[src/hrr_pkg.sv]
/*
  Shared constants and carrier types for the hardware-information and
  previous-shadow-set register read unit.
  Assumes a 32-bit core with 32 general registers and a pipeline on the same clock.
*/
// Contract
// - permitted hardware read writes destination general register
// - each hardware register gated by own mask bit
// - source 0 returns processor index
// - source 1 returns icache sync step
// - source 2 returns cycle counter value
// - source 3 returns counter resolution
// - sources 4 to 28 raise reserved-instruction
// - source 29 returns thread pointer if implemented
// - unimplemented sources 30, 31 raise reserved-instruction
// - allowed when cp0 enabled or mask bit set
// - refused or unimplemented: exception, no writeback
// - release one treats hardware read as reserved
// - copy shadow register of previous set to current
// - decode cp0 opcode, sub-op field, zero low bits
// - before release two shadow read is reserved
package hrr_pkg;
  // ==========================================================
  // register map (byte addresses)
  localparam logic [7:0] HRR_ENA_OFS = 8'h00;
  localparam logic [7:0] HRR_PIDX_OFS = 8'h04;
  localparam logic [7:0] HRR_SRS_OFS = 8'h08;
  localparam logic [7:0] HRR_TLS_OFS = 8'h0c;
  localparam logic [7:0] HRR_COUNT_OFS = 8'h10;
  localparam logic [7:0] HRR_STAT_OFS = 8'h14;
  localparam logic [7:0] HRR_MASK_OFS = 8'h18;
  localparam logic [7:0] HRR_STEP_OFS = 8'h1c;
  // ==========================================================
  // field positions and reset values
  localparam int HRR_CPU_W = 10;
  localparam int HRR_PREV_LSB = 6;
  localparam int HRR_PREV_W = 4;
  localparam int HRR_EV_RI = 0;
  localparam int HRR_EV_HWR = 1;
  localparam int HRR_EV_PGPR = 2;
  localparam int HRR_EV_W = 3;
  localparam logic [31:0] HRR_ZERO_RST = 32'h0;
  // ==========================================================
  // instruction fields and encodings
  localparam logic [5:0] HRR_OPC_COP0 = 6'h10;
  localparam logic [4:0] HRR_SUB_PGPR = 5'h0a;
  localparam logic [10:0] HRR_LOW_ZERO = 11'h000;
  localparam logic [4:0] HRR_SRC_CPU = 5'h00;
  localparam logic [4:0] HRR_SRC_STEP = 5'h01;
  localparam logic [4:0] HRR_SRC_CYC = 5'h02;
  localparam logic [4:0] HRR_SRC_RES = 5'h03;
  localparam logic [4:0] HRR_SRC_TLS = 5'h1d;
  localparam logic [4:0] HRR_SRC_IMP0 = 5'h1e;
  localparam logic [4:0] HRR_SRC_IMP1 = 5'h1f;
  localparam int HRR_REL_PGPR = 2;
  localparam int HRR_REL_HWR = 2;
  // ==========================================================
  // carriers
  typedef struct packed {
    logic valid;
    logic is_hwr;
    logic [31:0] word;
  } hrr_instr_t;
  typedef struct packed {
    logic valid;
    logic wr_en;
    logic ri;
    logic [4:0] dest;
    logic [31:0] data;
  } hrr_result_t;
  typedef struct packed {
    logic valid;
    logic [HRR_PREV_W-1:0] set;
    logic [4:0] idx;
  } hrr_sgpr_req_t;
endpackage

[src/hrr_unit.sv]
/*
  Hardware-information register read and previous-shadow-set read unit,
  with an AXI4-Lite register slave and a level interrupt.
  Assumes the pipeline holds an instruction until ready, and that the shadow
  register file answers a request with data in the same cycle.
*/
`timescale 1ns/1ps
module hrr_unit #(
  parameter int ARCH_REV = 2,
  parameter logic [31:0] ICACHE_SYNC_STEP = 32'h20,
  parameter int CYC_RES = 1,
  parameter bit TLS_IMPL = 1'b1
) (
  input wire logic aclk,
  input wire logic aresetn,
  input wire hrr_pkg::hrr_instr_t instr_in,
  output logic instr_ready,
  input wire logic cp0_enabled,
  output hrr_pkg::hrr_sgpr_req_t sgpr_req,
  input wire logic [31:0] sgpr_data,
  output hrr_pkg::hrr_result_t result,
  output logic irq,
  input wire logic [7:0] s_axi_awaddr,
  input wire logic s_axi_awvalid,
  output logic s_axi_awready,
  input wire logic [31:0] s_axi_wdata,
  input wire logic [3:0] s_axi_wstrb,
  input wire logic s_axi_wvalid,
  output logic s_axi_wready,
  output logic [1:0] s_axi_bresp,
  output logic s_axi_bvalid,
  input wire logic s_axi_bready,
  input wire logic [7:0] s_axi_araddr,
  input wire logic s_axi_arvalid,
  output logic s_axi_arready,
  output logic [31:0] s_axi_rdata,
  output logic [1:0] s_axi_rresp,
  output logic s_axi_rvalid,
  input wire logic s_axi_rready
);
  import hrr_pkg::*;

  typedef enum logic [1:0] {ST_IDLE, ST_SHADOW, ST_DONE} hrr_state_t;

  localparam logic [31:0] CYC_RES_W = 32'(CYC_RES);
  localparam logic [1:0] RESP_OK = 2'h0;
  localparam logic [1:0] RESP_ERR = 2'h2;

  logic [31:0] ena_mask_r;
  logic [HRR_CPU_W-1:0] cpu_idx_r;
  logic [HRR_PREV_W-1:0] prev_set_r;
  logic [31:0] tls_r;
  logic [31:0] count_r;
  logic [31:0] presc_r;
  logic [HRR_EV_W-1:0] stat_r;
  logic [HRR_EV_W-1:0] stat_nxt;
  logic [HRR_EV_W-1:0] mask_r;
  logic [HRR_EV_W-1:0] mask_nxt;
  logic [HRR_EV_W-1:0] ev;
  hrr_state_t state_r;
  logic [4:0] dest_r;
  logic take;
  logic [4:0] f_tgt;
  logic [4:0] f_rd;
  logic is_pgpr;
  logic hwr_ok;
  logic hwr_impl;
  logic hwr_allow;
  logic [31:0] hwr_val;
  logic aw_got_r;
  logic w_got_r;
  logic [7:0] aw_addr_r;
  logic [31:0] w_data_r;
  logic [3:0] w_strb_r;
  logic wr_fire;
  logic wr_hit;
  logic rd_fire;
  logic [31:0] rd_val;
  logic rd_hit;

  // ==========================================================
  // instruction decode
  assign instr_ready = (state_r == ST_IDLE);
  assign take = instr_in.valid && instr_ready;
  assign f_tgt = instr_in.word[20:16];
  assign f_rd = instr_in.word[15:11];
  assign is_pgpr = !instr_in.is_hwr && (instr_in.word[31:26] == HRR_OPC_COP0)
    && (instr_in.word[25:21] == HRR_SUB_PGPR) && (instr_in.word[10:0] == HRR_LOW_ZERO);

  // 30 and 31 are left unimplemented here
  always_comb begin
    hwr_impl = 1'b1;
    hwr_val = 32'h0;
    unique case (f_rd)
      HRR_SRC_CPU: hwr_val = 32'(cpu_idx_r);
      HRR_SRC_STEP: hwr_val = ICACHE_SYNC_STEP;
      HRR_SRC_CYC: hwr_val = count_r;
      HRR_SRC_RES: hwr_val = CYC_RES_W;
      HRR_SRC_TLS: begin
        hwr_impl = TLS_IMPL;
        hwr_val = tls_r;
      end
      HRR_SRC_IMP0, HRR_SRC_IMP1: hwr_impl = 1'b0;
      default: hwr_impl = 1'b0;
    endcase
  end

  assign hwr_allow = cp0_enabled || ena_mask_r[f_rd];
  assign hwr_ok = hwr_allow && hwr_impl && (ARCH_REV >= HRR_REL_HWR);

  // ==========================================================
  // sequencing: hardware reads answer next cycle, shadow reads in two
  always_ff @(posedge aclk) begin
    if (!aresetn) begin
      state_r <= ST_IDLE;
      dest_r <= 5'h0;
      sgpr_req <= '0;
    end else begin
      sgpr_req.valid <= 1'b0;
      unique case (state_r)
        ST_IDLE: begin
          if (take && is_pgpr && (ARCH_REV >= HRR_REL_PGPR)) begin
            state_r <= ST_SHADOW;
            dest_r <= f_rd;
            sgpr_req.valid <= 1'b1;
            sgpr_req.set <= prev_set_r;
            sgpr_req.idx <= f_tgt;
          end
        end
        ST_SHADOW: state_r <= ST_DONE;
        ST_DONE: state_r <= ST_IDLE;
      endcase
    end
  end

  always_ff @(posedge aclk) begin
    if (!aresetn) begin
      result <= '0;
    end else begin
      result <= '0;
      if (take && instr_in.is_hwr) begin
        result.valid <= 1'b1;
        result.wr_en <= hwr_ok;
        result.ri <= !hwr_ok;
        result.dest <= f_tgt;
        result.data <= hwr_ok ? hwr_val : 32'h0;
      end else if (take && is_pgpr && (ARCH_REV < HRR_REL_PGPR)) begin
        result.valid <= 1'b1;
        result.ri <= 1'b1;
      end else if (state_r == ST_SHADOW) begin
        result.valid <= 1'b1;
        result.wr_en <= 1'b1;
        result.dest <= dest_r;
        result.data <= sgpr_data;
      end
    end
  end

  // ==========================================================
  // cycle counter, advancing once every CYC_RES cycles
  always_ff @(posedge aclk) begin
    if (!aresetn) begin
      count_r <= HRR_ZERO_RST;
      presc_r <= HRR_ZERO_RST;
    end else if (wr_fire && aw_addr_r == HRR_COUNT_OFS) begin
      count_r <= w_data_r;
      presc_r <= HRR_ZERO_RST;
    end else if (presc_r >= CYC_RES_W - 32'h1) begin
      count_r <= count_r + 32'h1;
      presc_r <= HRR_ZERO_RST;
    end else begin
      presc_r <= presc_r + 32'h1;
    end
  end

  // ==========================================================
  // AXI4-Lite write channel; address and data taken in either order
  assign s_axi_awready = !aw_got_r && !s_axi_bvalid;
  assign s_axi_wready = !w_got_r && !s_axi_bvalid;
  assign wr_fire = aw_got_r && w_got_r && !s_axi_bvalid;
  assign wr_hit = (aw_addr_r == HRR_ENA_OFS) || (aw_addr_r == HRR_PIDX_OFS)
    || (aw_addr_r == HRR_SRS_OFS) || (aw_addr_r == HRR_TLS_OFS)
    || (aw_addr_r == HRR_COUNT_OFS) || (aw_addr_r == HRR_MASK_OFS);

  always_ff @(posedge aclk) begin
    if (!aresetn) begin
      aw_got_r <= 1'b0;
      w_got_r <= 1'b0;
      aw_addr_r <= 8'h0;
      w_data_r <= 32'h0;
      w_strb_r <= 4'h0;
      s_axi_bvalid <= 1'b0;
      s_axi_bresp <= RESP_OK;
    end else begin
      if (s_axi_awvalid && s_axi_awready) begin
        aw_got_r <= 1'b1;
        aw_addr_r <= s_axi_awaddr;
      end
      if (s_axi_wvalid && s_axi_wready) begin
        w_got_r <= 1'b1;
        w_data_r <= s_axi_wdata;
        w_strb_r <= s_axi_wstrb;
      end
      if (wr_fire) begin
        aw_got_r <= 1'b0;
        w_got_r <= 1'b0;
        s_axi_bvalid <= 1'b1;
        s_axi_bresp <= wr_hit ? RESP_OK : RESP_ERR;
      end else if (s_axi_bready) begin
        s_axi_bvalid <= 1'b0;
      end
    end
  end

  // byte lanes honoured on the enable mask and thread pointer (the counter takes the whole word); narrow fields take lane 0 and 1
  always_ff @(posedge aclk) begin
    if (!aresetn) begin
      ena_mask_r <= HRR_ZERO_RST;
      cpu_idx_r <= '0;
      prev_set_r <= '0;
      tls_r <= HRR_ZERO_RST;
      mask_r <= '0;
    end else if (wr_fire) begin
      for (int b = 0; b < 4; b++) begin
        if (w_strb_r[b]) begin
          if (aw_addr_r == HRR_ENA_OFS) ena_mask_r[b*8 +: 8] <= w_data_r[b*8 +: 8];
          if (aw_addr_r == HRR_TLS_OFS) tls_r[b*8 +: 8] <= w_data_r[b*8 +: 8];
        end
      end
      if (aw_addr_r == HRR_PIDX_OFS && w_strb_r[0]) cpu_idx_r <= w_data_r[HRR_CPU_W-1:0];
      if (aw_addr_r == HRR_SRS_OFS && w_strb_r[1]) begin
        prev_set_r <= w_data_r[HRR_PREV_LSB +: HRR_PREV_W];
      end
      mask_r <= mask_nxt;
    end
  end

  // ==========================================================
  // AXI4-Lite read channel
  assign s_axi_arready = !s_axi_rvalid;
  assign rd_fire = s_axi_arvalid && s_axi_arready;

  always_comb begin
    rd_hit = 1'b1;
    rd_val = 32'h0;
    unique case (s_axi_araddr)
      HRR_ENA_OFS: rd_val = ena_mask_r;
      HRR_PIDX_OFS: rd_val = 32'(cpu_idx_r);
      HRR_SRS_OFS: rd_val = 32'(prev_set_r) << HRR_PREV_LSB;
      HRR_TLS_OFS: rd_val = tls_r;
      HRR_COUNT_OFS: rd_val = count_r;
      HRR_STAT_OFS: rd_val = 32'(stat_r);
      HRR_MASK_OFS: rd_val = 32'(mask_r);
      HRR_STEP_OFS: rd_val = ICACHE_SYNC_STEP;
      default: rd_hit = 1'b0;
    endcase
  end

  always_ff @(posedge aclk) begin
    if (!aresetn) begin
      s_axi_rvalid <= 1'b0;
      s_axi_rdata <= 32'h0;
      s_axi_rresp <= RESP_OK;
    end else if (rd_fire) begin
      s_axi_rvalid <= 1'b1;
      s_axi_rdata <= rd_val;
      s_axi_rresp <= rd_hit ? RESP_OK : RESP_ERR;
    end else if (s_axi_rready) begin
      s_axi_rvalid <= 1'b0;
    end
  end

  // ==========================================================
  // interrupt status: read clears, a new event in the same cycle survives
  assign ev[HRR_EV_RI] = result.valid && result.ri;
  assign ev[HRR_EV_HWR] = result.valid && result.wr_en && (state_r != ST_DONE);
  assign ev[HRR_EV_PGPR] = result.valid && (state_r == ST_DONE);

  always_comb begin
    stat_nxt = stat_r;
    mask_nxt = mask_r;
    if (rd_fire && s_axi_araddr == HRR_STAT_OFS) stat_nxt = '0;
    stat_nxt = stat_nxt | ev;
    if (wr_fire && aw_addr_r == HRR_MASK_OFS && w_strb_r[0]) mask_nxt = w_data_r[HRR_EV_W-1:0];
  end

  always_ff @(posedge aclk) begin
    if (!aresetn) begin
      stat_r <= '0;
      irq <= 1'b0;
    end else begin
      stat_r <= stat_nxt;
      // next mask, not mask_r: a mask write must not leave irq a cycle behind status
      irq <= |(stat_nxt & mask_nxt);
    end
  end

  logic hwr_take;
  assign hwr_take = take && instr_in.is_hwr;
endmodule

[config.mk]
export PLATFORM = sky130hd
export DESIGN_NAME = hrr_unit
export DESIGN_NICKNAME = d
export VERILOG_FILES = /design/src/hrr_pkg.sv /design/src/hrr_unit.sv
export SDC_FILE = /design/constraint.sdc
export NUM_CORES = 1
export LEC_CHECK = 0
export CAP_MARGIN = 30
export CORE_UTILIZATION = 32
export DETAILED_ROUTE_END_ITERATION = 6
export DONT_BUFFER_PORTS = 1
export PLACE_DENSITY = 0.52
export SYNTH_ARGS = -nofsm -noshare
export SYNTH_HDL_FRONTEND = slang
export SYNTH_SLANG_ARGS = --single-unit
[constraint.sdc]
create_clock -name aclk -period 3.06 [get_ports aclk]
set_clock_uncertainty 0.1 [all_clocks]
set_input_delay 0.306 -clock aclk [delete_from_list [all_inputs] [get_ports aclk]]
set_output_delay 0.306 -clock aclk [all_outputs]
set_load 0.02 [all_outputs]
# Word level (Yosys, flattened, before mapping)

Cells that the tools add are included.

Input bits: 126
Output and inout bits: 93
Bits in latches: 0
Register bits after elaboration: 290
RAM bits: 0
Bits in read-only memories: 0
Memories kept: 0

Bitwise logic cells: 3
Eq/ne operators: 22
Multiplexer cells: 24
$add $sub $neg: 2
Multiply operators: 0
Div/mod/pow operators: 0
Shift-type cells: 0
Reductions and logical operators: 62
$lt $le $gt $ge: 2

Operator list:

| kind                                                                | number |
|---|---|
| one-hot mux 32 bit (8 select lines)                                 | 1 |
| one-hot mux 32 bit (5 select lines)                                 | 1 |
| 2-to-1 mux 32 bit                                                   | 3 |
| 2-to-1 mux 37 bit                                                   | 2 |
| adder 32 x 1 -> 32 bit (second input constant)                      | 2 |
| equality test 8 x 5 -> 1 bit (second input constant)                | 6 |
| equality test 8 x 4 -> 1 bit (second input constant)                | 4 |
| greater-or-equal comparator 32 x 1 -> 1 bit (second input constant) | 1 |
| logical AND 1 bit                                                   | 24 |
| AND reduction 3 bit                                                 | 8 |
| equality test 8 x 3 -> 1 bit (second input constant)                | 2 |
| zero test 8 bit                                                     | 2 |
| zero test 11 bit                                                    | 1 |
| equality test 5 x 2 -> 1 bit (second input constant)                | 2 |
| 2-to-1 mux 10 bit                                                   | 1 |
| 2-to-1 mux 2 bit                                                    | 5 |
| AND reduction 2 bit                                                 | 5 |
| OR reduction 8 bit                                                  | 1 |
| 2-to-1 mux 1 bit                                                    | 7 |
| equality test 6 x 5 -> 1 bit (second input constant)                | 1 |
| zero test 1 bit                                                     | 6 |
| logical OR 1 bit                                                    | 6 |
| < comparator 5 x 6 -> 1 bit (second input constant)                 | 1 |
| 2-to-1 mux 3 bit                                                    | 2 |
| other kinds (18)                                                    | 21 |

# Logic depth before layout (Yosys ltp)

Word-level depth: 7
Mapped depth: 9

# Worst setup path before layout

Ideal clock, no wire load.

Kind: input to register
Start: in instr_in[11] (netlist name)
End: reg result[22] (netlist name)
Path buffers: 3
Setup time: 0.131 ns
Stages on the path: 8
Required time: 2.829 ns
Path slack: 0.857 ns
Data arrival time: 1.972 ns
Path through: buf_2 > buf_6 > mux4_2 > mux2i_1 > nor2_1 > nor4_4 > buf_4 > o31ai_1

Word-level cells in the longest chain between the ends: 6
Elaborated cells between the ends (all ways): 14
Classes of those cells: 4 x eq/ne; 6 x mux; 4 x reduce/logical

Ends and longest elaborated chain:

| what                                                                                | line                            | source |
|---|---|---|
| start, declared                                                                     | hrr_unit.sv:16                  | `input wire hrr_pkg::hrr_instr_t instr_in,` |
| binary-select mux 1 bit (select 5 bit) (tied with other cells)                      | hrr_unit.sv:108                 | `assign hwr_allow = cp0_enabled \|\| ena_mask_r[f_rd];` |
| 2-to-1 mux 1 bit (not written as such) / OR reduction 5 bit (equally long branches) | -                               |  |
| logical OR 1 bit / 2-to-1 mux 1 bit (equally long branches)                         | hrr_unit.sv:108, hrr_unit.sv:94 |  |
| logical AND 1 bit                                                                   | hrr_unit.sv:109                 | `assign hwr_ok = hwr_allow && hwr_impl && (ARCH_REV >= HRR_REL_HWR);` |
| 2-to-1 mux 32 bit *                                                                 | hrr_unit.sv:146                 | `result.data <= hwr_ok ? hwr_val : 32'h0;` |
| 2-to-1 mux 37 bit *                                                                 | hrr_unit.sv:141                 | `if (take && instr_in.is_hwr) begin` |
| end, declared                                                                       | hrr_unit.sv:21                  | `output hrr_pkg::hrr_result_t result,` |

Every way passes the cells marked *; elsewhere a longest branch is shown, timed or not. The select of a mux whose other input is x is not followed.
A chain may end at the register's enable or synchronous reset.

# Final worst setup path

Start: reg state_r[0]
End: reg result[10] (netlist name)

Word-level cells in the longest chain between the ends: 4
Elaborated cells between the ends (all ways): 6
Classes of those cells: 1 x eq/ne; 2 x mux; 3 x reduce/logical

Ends and longest elaborated chain:

| what                   | line            | source |
|---|---|---|
| start, declared        | hrr_unit.sv:60  | `hrr_state_t state_r;` |
| start signal, assigned | hrr_unit.sv:115 | `state_r <= ST_IDLE;` |
| start signal, assigned | hrr_unit.sv:123 | `state_r <= ST_SHADOW;` |
| start signal, assigned | hrr_unit.sv:130 | `ST_SHADOW: state_r <= ST_DONE;` |
| zero test 2 bit        | hrr_unit.sv:83  | `assign instr_ready = (state_r == ST_IDLE);` |
| logical AND 1 bit      | hrr_unit.sv:84  | `assign take = instr_in.valid && instr_ready;` |
| logical AND 1 bit      | -               |  |
| 2-to-1 mux 37 bit *    | hrr_unit.sv:141 |  |

Every way passes the cells marked *; elsewhere a longest branch is shown, timed or not.

==> Flow_metrics.wiki <==
{| class="wikitable"
! Metric !! Value
|-
| Run status || finished, final reports clean
|-
| Count of synthesis-stage warnings from yosys || 0
|-
| Die width || approximately 190 um
|-
| Clock latency of the later-clocked register in the worst-skew pair || 0.57 ns
|-
| Clock root cell || sky130_fd_sc_hd__clkbuf_16
|-
| Clock-pin slew on the worst setup and hold paths || 0.06 ns
|-
| Clock buffer count from CTS || 30
|-
| Worst Min Path Start || s_axi_arvalid
|-
| Reg-to-Reg Start || state_r[0]
|-
| Part of the cycle the worst path needs || 0.950
|-
| Post-detailed-placement cell area || 11500 um2
|-
| Sw Ratio || 0.239
|-
| Most frequent standard cell in the layout excluding fill and tap cells || sky130_fd_sc_hd__dfxtp_1
|-
| Vias post-DR || 9569
|-
| Total core area || 33800 um2
|-
| Maximum number of pins on one net before global-route repair || between 100 and 150
|-
| Slew of the pin with the lowest slew margin || 0.795 ns
|-
| Area growth from synthesis to layout || 23.6%
|-
| Unrepaired setup endpoints after global routing || false
|-
| Final period demand of the worst path || just under 3 ns
|-
| Sequential element share of the synthesized area || 0.462
|-
| Die Height || 188 um
|-
| Overall die area || roughly 35000 um2
|-
| Starting density of the core || 0.328
|-
| Number of standard cells after synthesis || 1242
|-
| Deepest clock path buffer count || 3
|-
| Fmax achieved || 344 MHz
|-
| CTS tree || built
|-
| Via count normalized by instance count || 5.36
|-
| Leakage power || 5.00 nW
|-
| Area contributors post-synth || sky130_fd_sc_hd__dfxtp_1 (46%), sky130_fd_sc_hd__mux2i_1 (9.8%), sky130_fd_sc_hd__nand2_1 (6.3%), sky130_fd_sc_hd__nor2_1 (4.5%), sky130_fd_sc_hd__a21oi_1 (3.6%)
|-
| Commonest register cell after synthesis || sky130_fd_sc_hd__dfxtp_1
|-
| Cell internal power dissipation || around 0.0062 W
|-
| Cell taking the most area after synthesis || sky130_fd_sc_hd__dfxtp_1
|-
| Row count || 67
|-
| Critical path startpoint category || register
|-
| Number of clock sinks || between 200 and 300
|-
| Number of global-route vias before repair || approximately 9200
|-
| Share of Yosys cell area claimed by the top area cell type || 0.462
|-
| Number of enable-type register cells in the synthesized netlist || 0
|-
| Number of antenna violations at the first check in global routing || 1
|-
| Distinct cells, synth || 61
|-
| End of the worst register-to-register path || result[10]
|-
| Post-Syn Area || roughly 11000 um2
|-
| Max rail drop VDD || 435 uV
|-
| Setup TNS || 0 ns
|-
| First-pass GRT wire length || 56.1 mm
|-
| Total Nets Final || 1445
|-
| Worst slew slack as a fraction of its limit || 0.470
|-
| Worst hold path depth || 3
|-
| Routability Congestion || 0.840
|-
| Share of the core filled with cells in the final layout || 0.406
|-
| Share of post-route cells with drive strength above 1 || 0.0860
|-
| Number of detailed-routing iterations run before antenna repair || 5
|-
| Overflow left after global routing || 0
|-
| Worst Path Required || 3.47 ns
|-
| Remaining routing DRC violations || 0
|-
| GRT Resource Usage Total || 0.205
|-
| Pwr/cell area || between 500 and 600 nW/um2
|-
| DR iter-0 viols || about 850
|-
| Endpoint type of the worst setup path || register
|-
| R2R setup slack || between 0.15 and 0.2 ns
|-
| Max-slew violations || 0
|-
| Hold endpoint || s_axi_rresp[1]
|-
| Detailed placement HPWL || around 25 mm
|-
| Async S/R FF share, synth || 0
|-
| # port buffers || 0
|-
| Share of power burned in combinational logic || 0.068
|-
| Post-route cell area || between 10000 and 15000 um2
|-
| Final hold viol count || 0
|-
| Kind of critical path || reg2reg
|-
| Hold WC Path Type || in2reg
|-
| Wirelength, routed || 37.3 mm
|-
| Flip-flop and latch count after synthesis || about 260
|-
| Post-synthesis average cell area || 8.93 um2
|-
| Final setup violation count || 0
|-
| Maximum fanout encountered on the critical timing path || 12
|-
| Commonest cells after routing, fill and taps aside || sky130_fd_sc_hd__dfxtp_1 (256), sky130_fd_sc_hd__nand2_1 (186), sky130_fd_sc_hd__nor2_1 (133)
|-
| Remaining antenna violation count || 0
|-
| Worst Reg2Reg Path Length in Cells || 9
|-
| Detail-routed net length per standard cell || 20.9 um
|-
| Share of total power in the clock network || 0.491
|-
| Number of max-cap violations || 0
|-
| Count of antenna diodes in the layout || 0
|-
| Switching power || 0.00194 W
|-
| IO Count || 219
|-
| Sequential share of power || 0.440
|-
| Worst EP arrival || 3.32 ns
|-
| Final hold slack || 0.0296 ns
|-
| CTS H-Tree Depth || 1
|}
==> cell families after synthesis <==
| logic type | Yosys count | share of synthesized area |
|---|---|---|
| mux | 119 | 0.119 |
| other cells | 1 | 0.000338 |
| simple gates | 433 | 0.178 |
| fa+ha+maj | 4 | 0.00451 |
| flops | 256 | 0.462 |
| compound gates | 285 | 0.170 |
| xor+xnor | 30 | 0.0237 |
| buf+inv | 114 | 0.0424 |
==> worst max-delay path: stages, from the launching register on <==
cell                            delay (ns)
sky130_fd_sc_hd__dfxtp_1              0.32
sky130_fd_sc_hd__inv_1                0.09
sky130_fd_sc_hd__ha_1                 0.18
sky130_fd_sc_hd__and3_1               0.30
sky130_fd_sc_hd__nand2_1              0.10
sky130_fd_sc_hd__buf_4                0.20
sky130_fd_sc_hd__o21ba_2              0.33
sky130_fd_sc_hd__clkinvlp_4           0.33
sky130_fd_sc_hd__o31ai_1              0.32
sky130_fd_sc_hd__dlygate4sd3_1        0.58
==> cells in the mapped netlist (3+ instances only) <==
master and count:
sky130_fd_sc_hd__a211oi_1 13, sky130_fd_sc_hd__a21oi_1 79, sky130_fd_sc_hd__a222oi_1 8, sky130_fd_sc_hd__a22o_1 29, sky130_fd_sc_hd__a22oi_1 50, sky130_fd_sc_hd__and2_1 6, sky130_fd_sc_hd__and3_1 12, sky130_fd_sc_hd__and4_1 4
sky130_fd_sc_hd__buf_1 4, sky130_fd_sc_hd__buf_2 7, sky130_fd_sc_hd__buf_4 7, sky130_fd_sc_hd__clkbuf_1 78, sky130_fd_sc_hd__dfxtp_1 256, sky130_fd_sc_hd__ha_1 4, sky130_fd_sc_hd__inv_1 16, sky130_fd_sc_hd__mux2i_1 109
sky130_fd_sc_hd__mux4_2 10, sky130_fd_sc_hd__nand2_1 186, sky130_fd_sc_hd__nand3_1 21, sky130_fd_sc_hd__nand4_1 9, sky130_fd_sc_hd__nand4b_1 4, sky130_fd_sc_hd__nor2_1 134, sky130_fd_sc_hd__nor2b_1 5, sky130_fd_sc_hd__nor3_1 12
sky130_fd_sc_hd__nor3b_1 3, sky130_fd_sc_hd__nor4_1 15, sky130_fd_sc_hd__nor4_2 3, sky130_fd_sc_hd__o21ai_0 52, sky130_fd_sc_hd__o22ai_1 3, sky130_fd_sc_hd__o2bb2ai_1 4, sky130_fd_sc_hd__o31ai_1 32, sky130_fd_sc_hd__xnor2_1 25
sky130_fd_sc_hd__xor2_1 5
==> what timing repair did <==
item / CTS / global route
endpoints found under the hold margin: 152 / 0
hold buffers: 106 / 0
endpoints found under the setup margin: 0 / 1
gates resized for setup: 0 / 1
setup buffers: 0 / 0
==> metrics by stage <==
stage          cells  total power (W)  setup slack [ns]
2_1_floorplan   1243          0.00395             0.857
3_3_place_gp    1624          0.00408             0.638
3_5_place_dp    1624          0.00408             0.609
4_1_cts         1784          0.00822            0.0790
5_1_grt         1785          0.00844            0.0452
6_report        1785          0.00813             0.152
==> power groups by stage <==
stage          combinational, W  sequential [W]  clock [W]
2_1_floorplan          0.000347         0.00361          0
3_3_place_gp           0.000425         0.00365          0
3_5_place_dp           0.000430         0.00365          0
4_1_cts                0.000555         0.00358    0.00409
5_1_grt                0.000610         0.00359    0.00424
6_report               0.000555         0.00358    0.00400
==> routing by layer <==
metal  vias to the layer above  global-route usage  wire, um
li1                       4569                   -         -
met1                      4581               0.287     17100
met2                       356               0.313     16500
met3                        63              0.0432      2870
met4                         0              0.0622       880
met5                         -                   0         0
==> cell type report <==
| class | instances | area (um2) |
|---|---|---|
| clock buffer | 41 | 893 |
| clock inverter | 13 | 221 |
| fill | 3420 | 20100 |
| inverter | 17 | 70.1 |
| multi-input combinational | 873 | 5520 |
| sequential | 256 | 5120 |
| tap | 448 | 561 |
| timing repair buffer | 136 | 1310 |
| timing repair inverter | 1 | 5.00 |
==> state kept, by name, indices dropped and copies added, names as in the netlist, 2 cells and up <==
signal and flops:
aw_addr_r 8, count_r 32, cpu_idx_r 10, dest_r 5, ena_mask_r 32, mask_r 3
prev_set_r 4, result 40, s_axi_rdata 32, sgpr_req 10, stat_r 3, state_r 2
tls_r 32, w_data_r 32, w_strb_r 4
==> worst max path at each step <==
stage | startpoint | end | slack, ns
after floorplan | instr_in[11] | result[22] | 0.86
after global routing | state_r[0] | result[10] | 0.05
after CTS | state_r[0] | result[10] | 0.08
after detailed placement | s_axi_bvalid | tls_r[1] | 0.61
after global placement | s_axi_bvalid | ena_mask_r[26] | 0.64
final | state_r[0] | result[10] | 0.15
No activity file was read; power rests on OpenSTA's default activity.
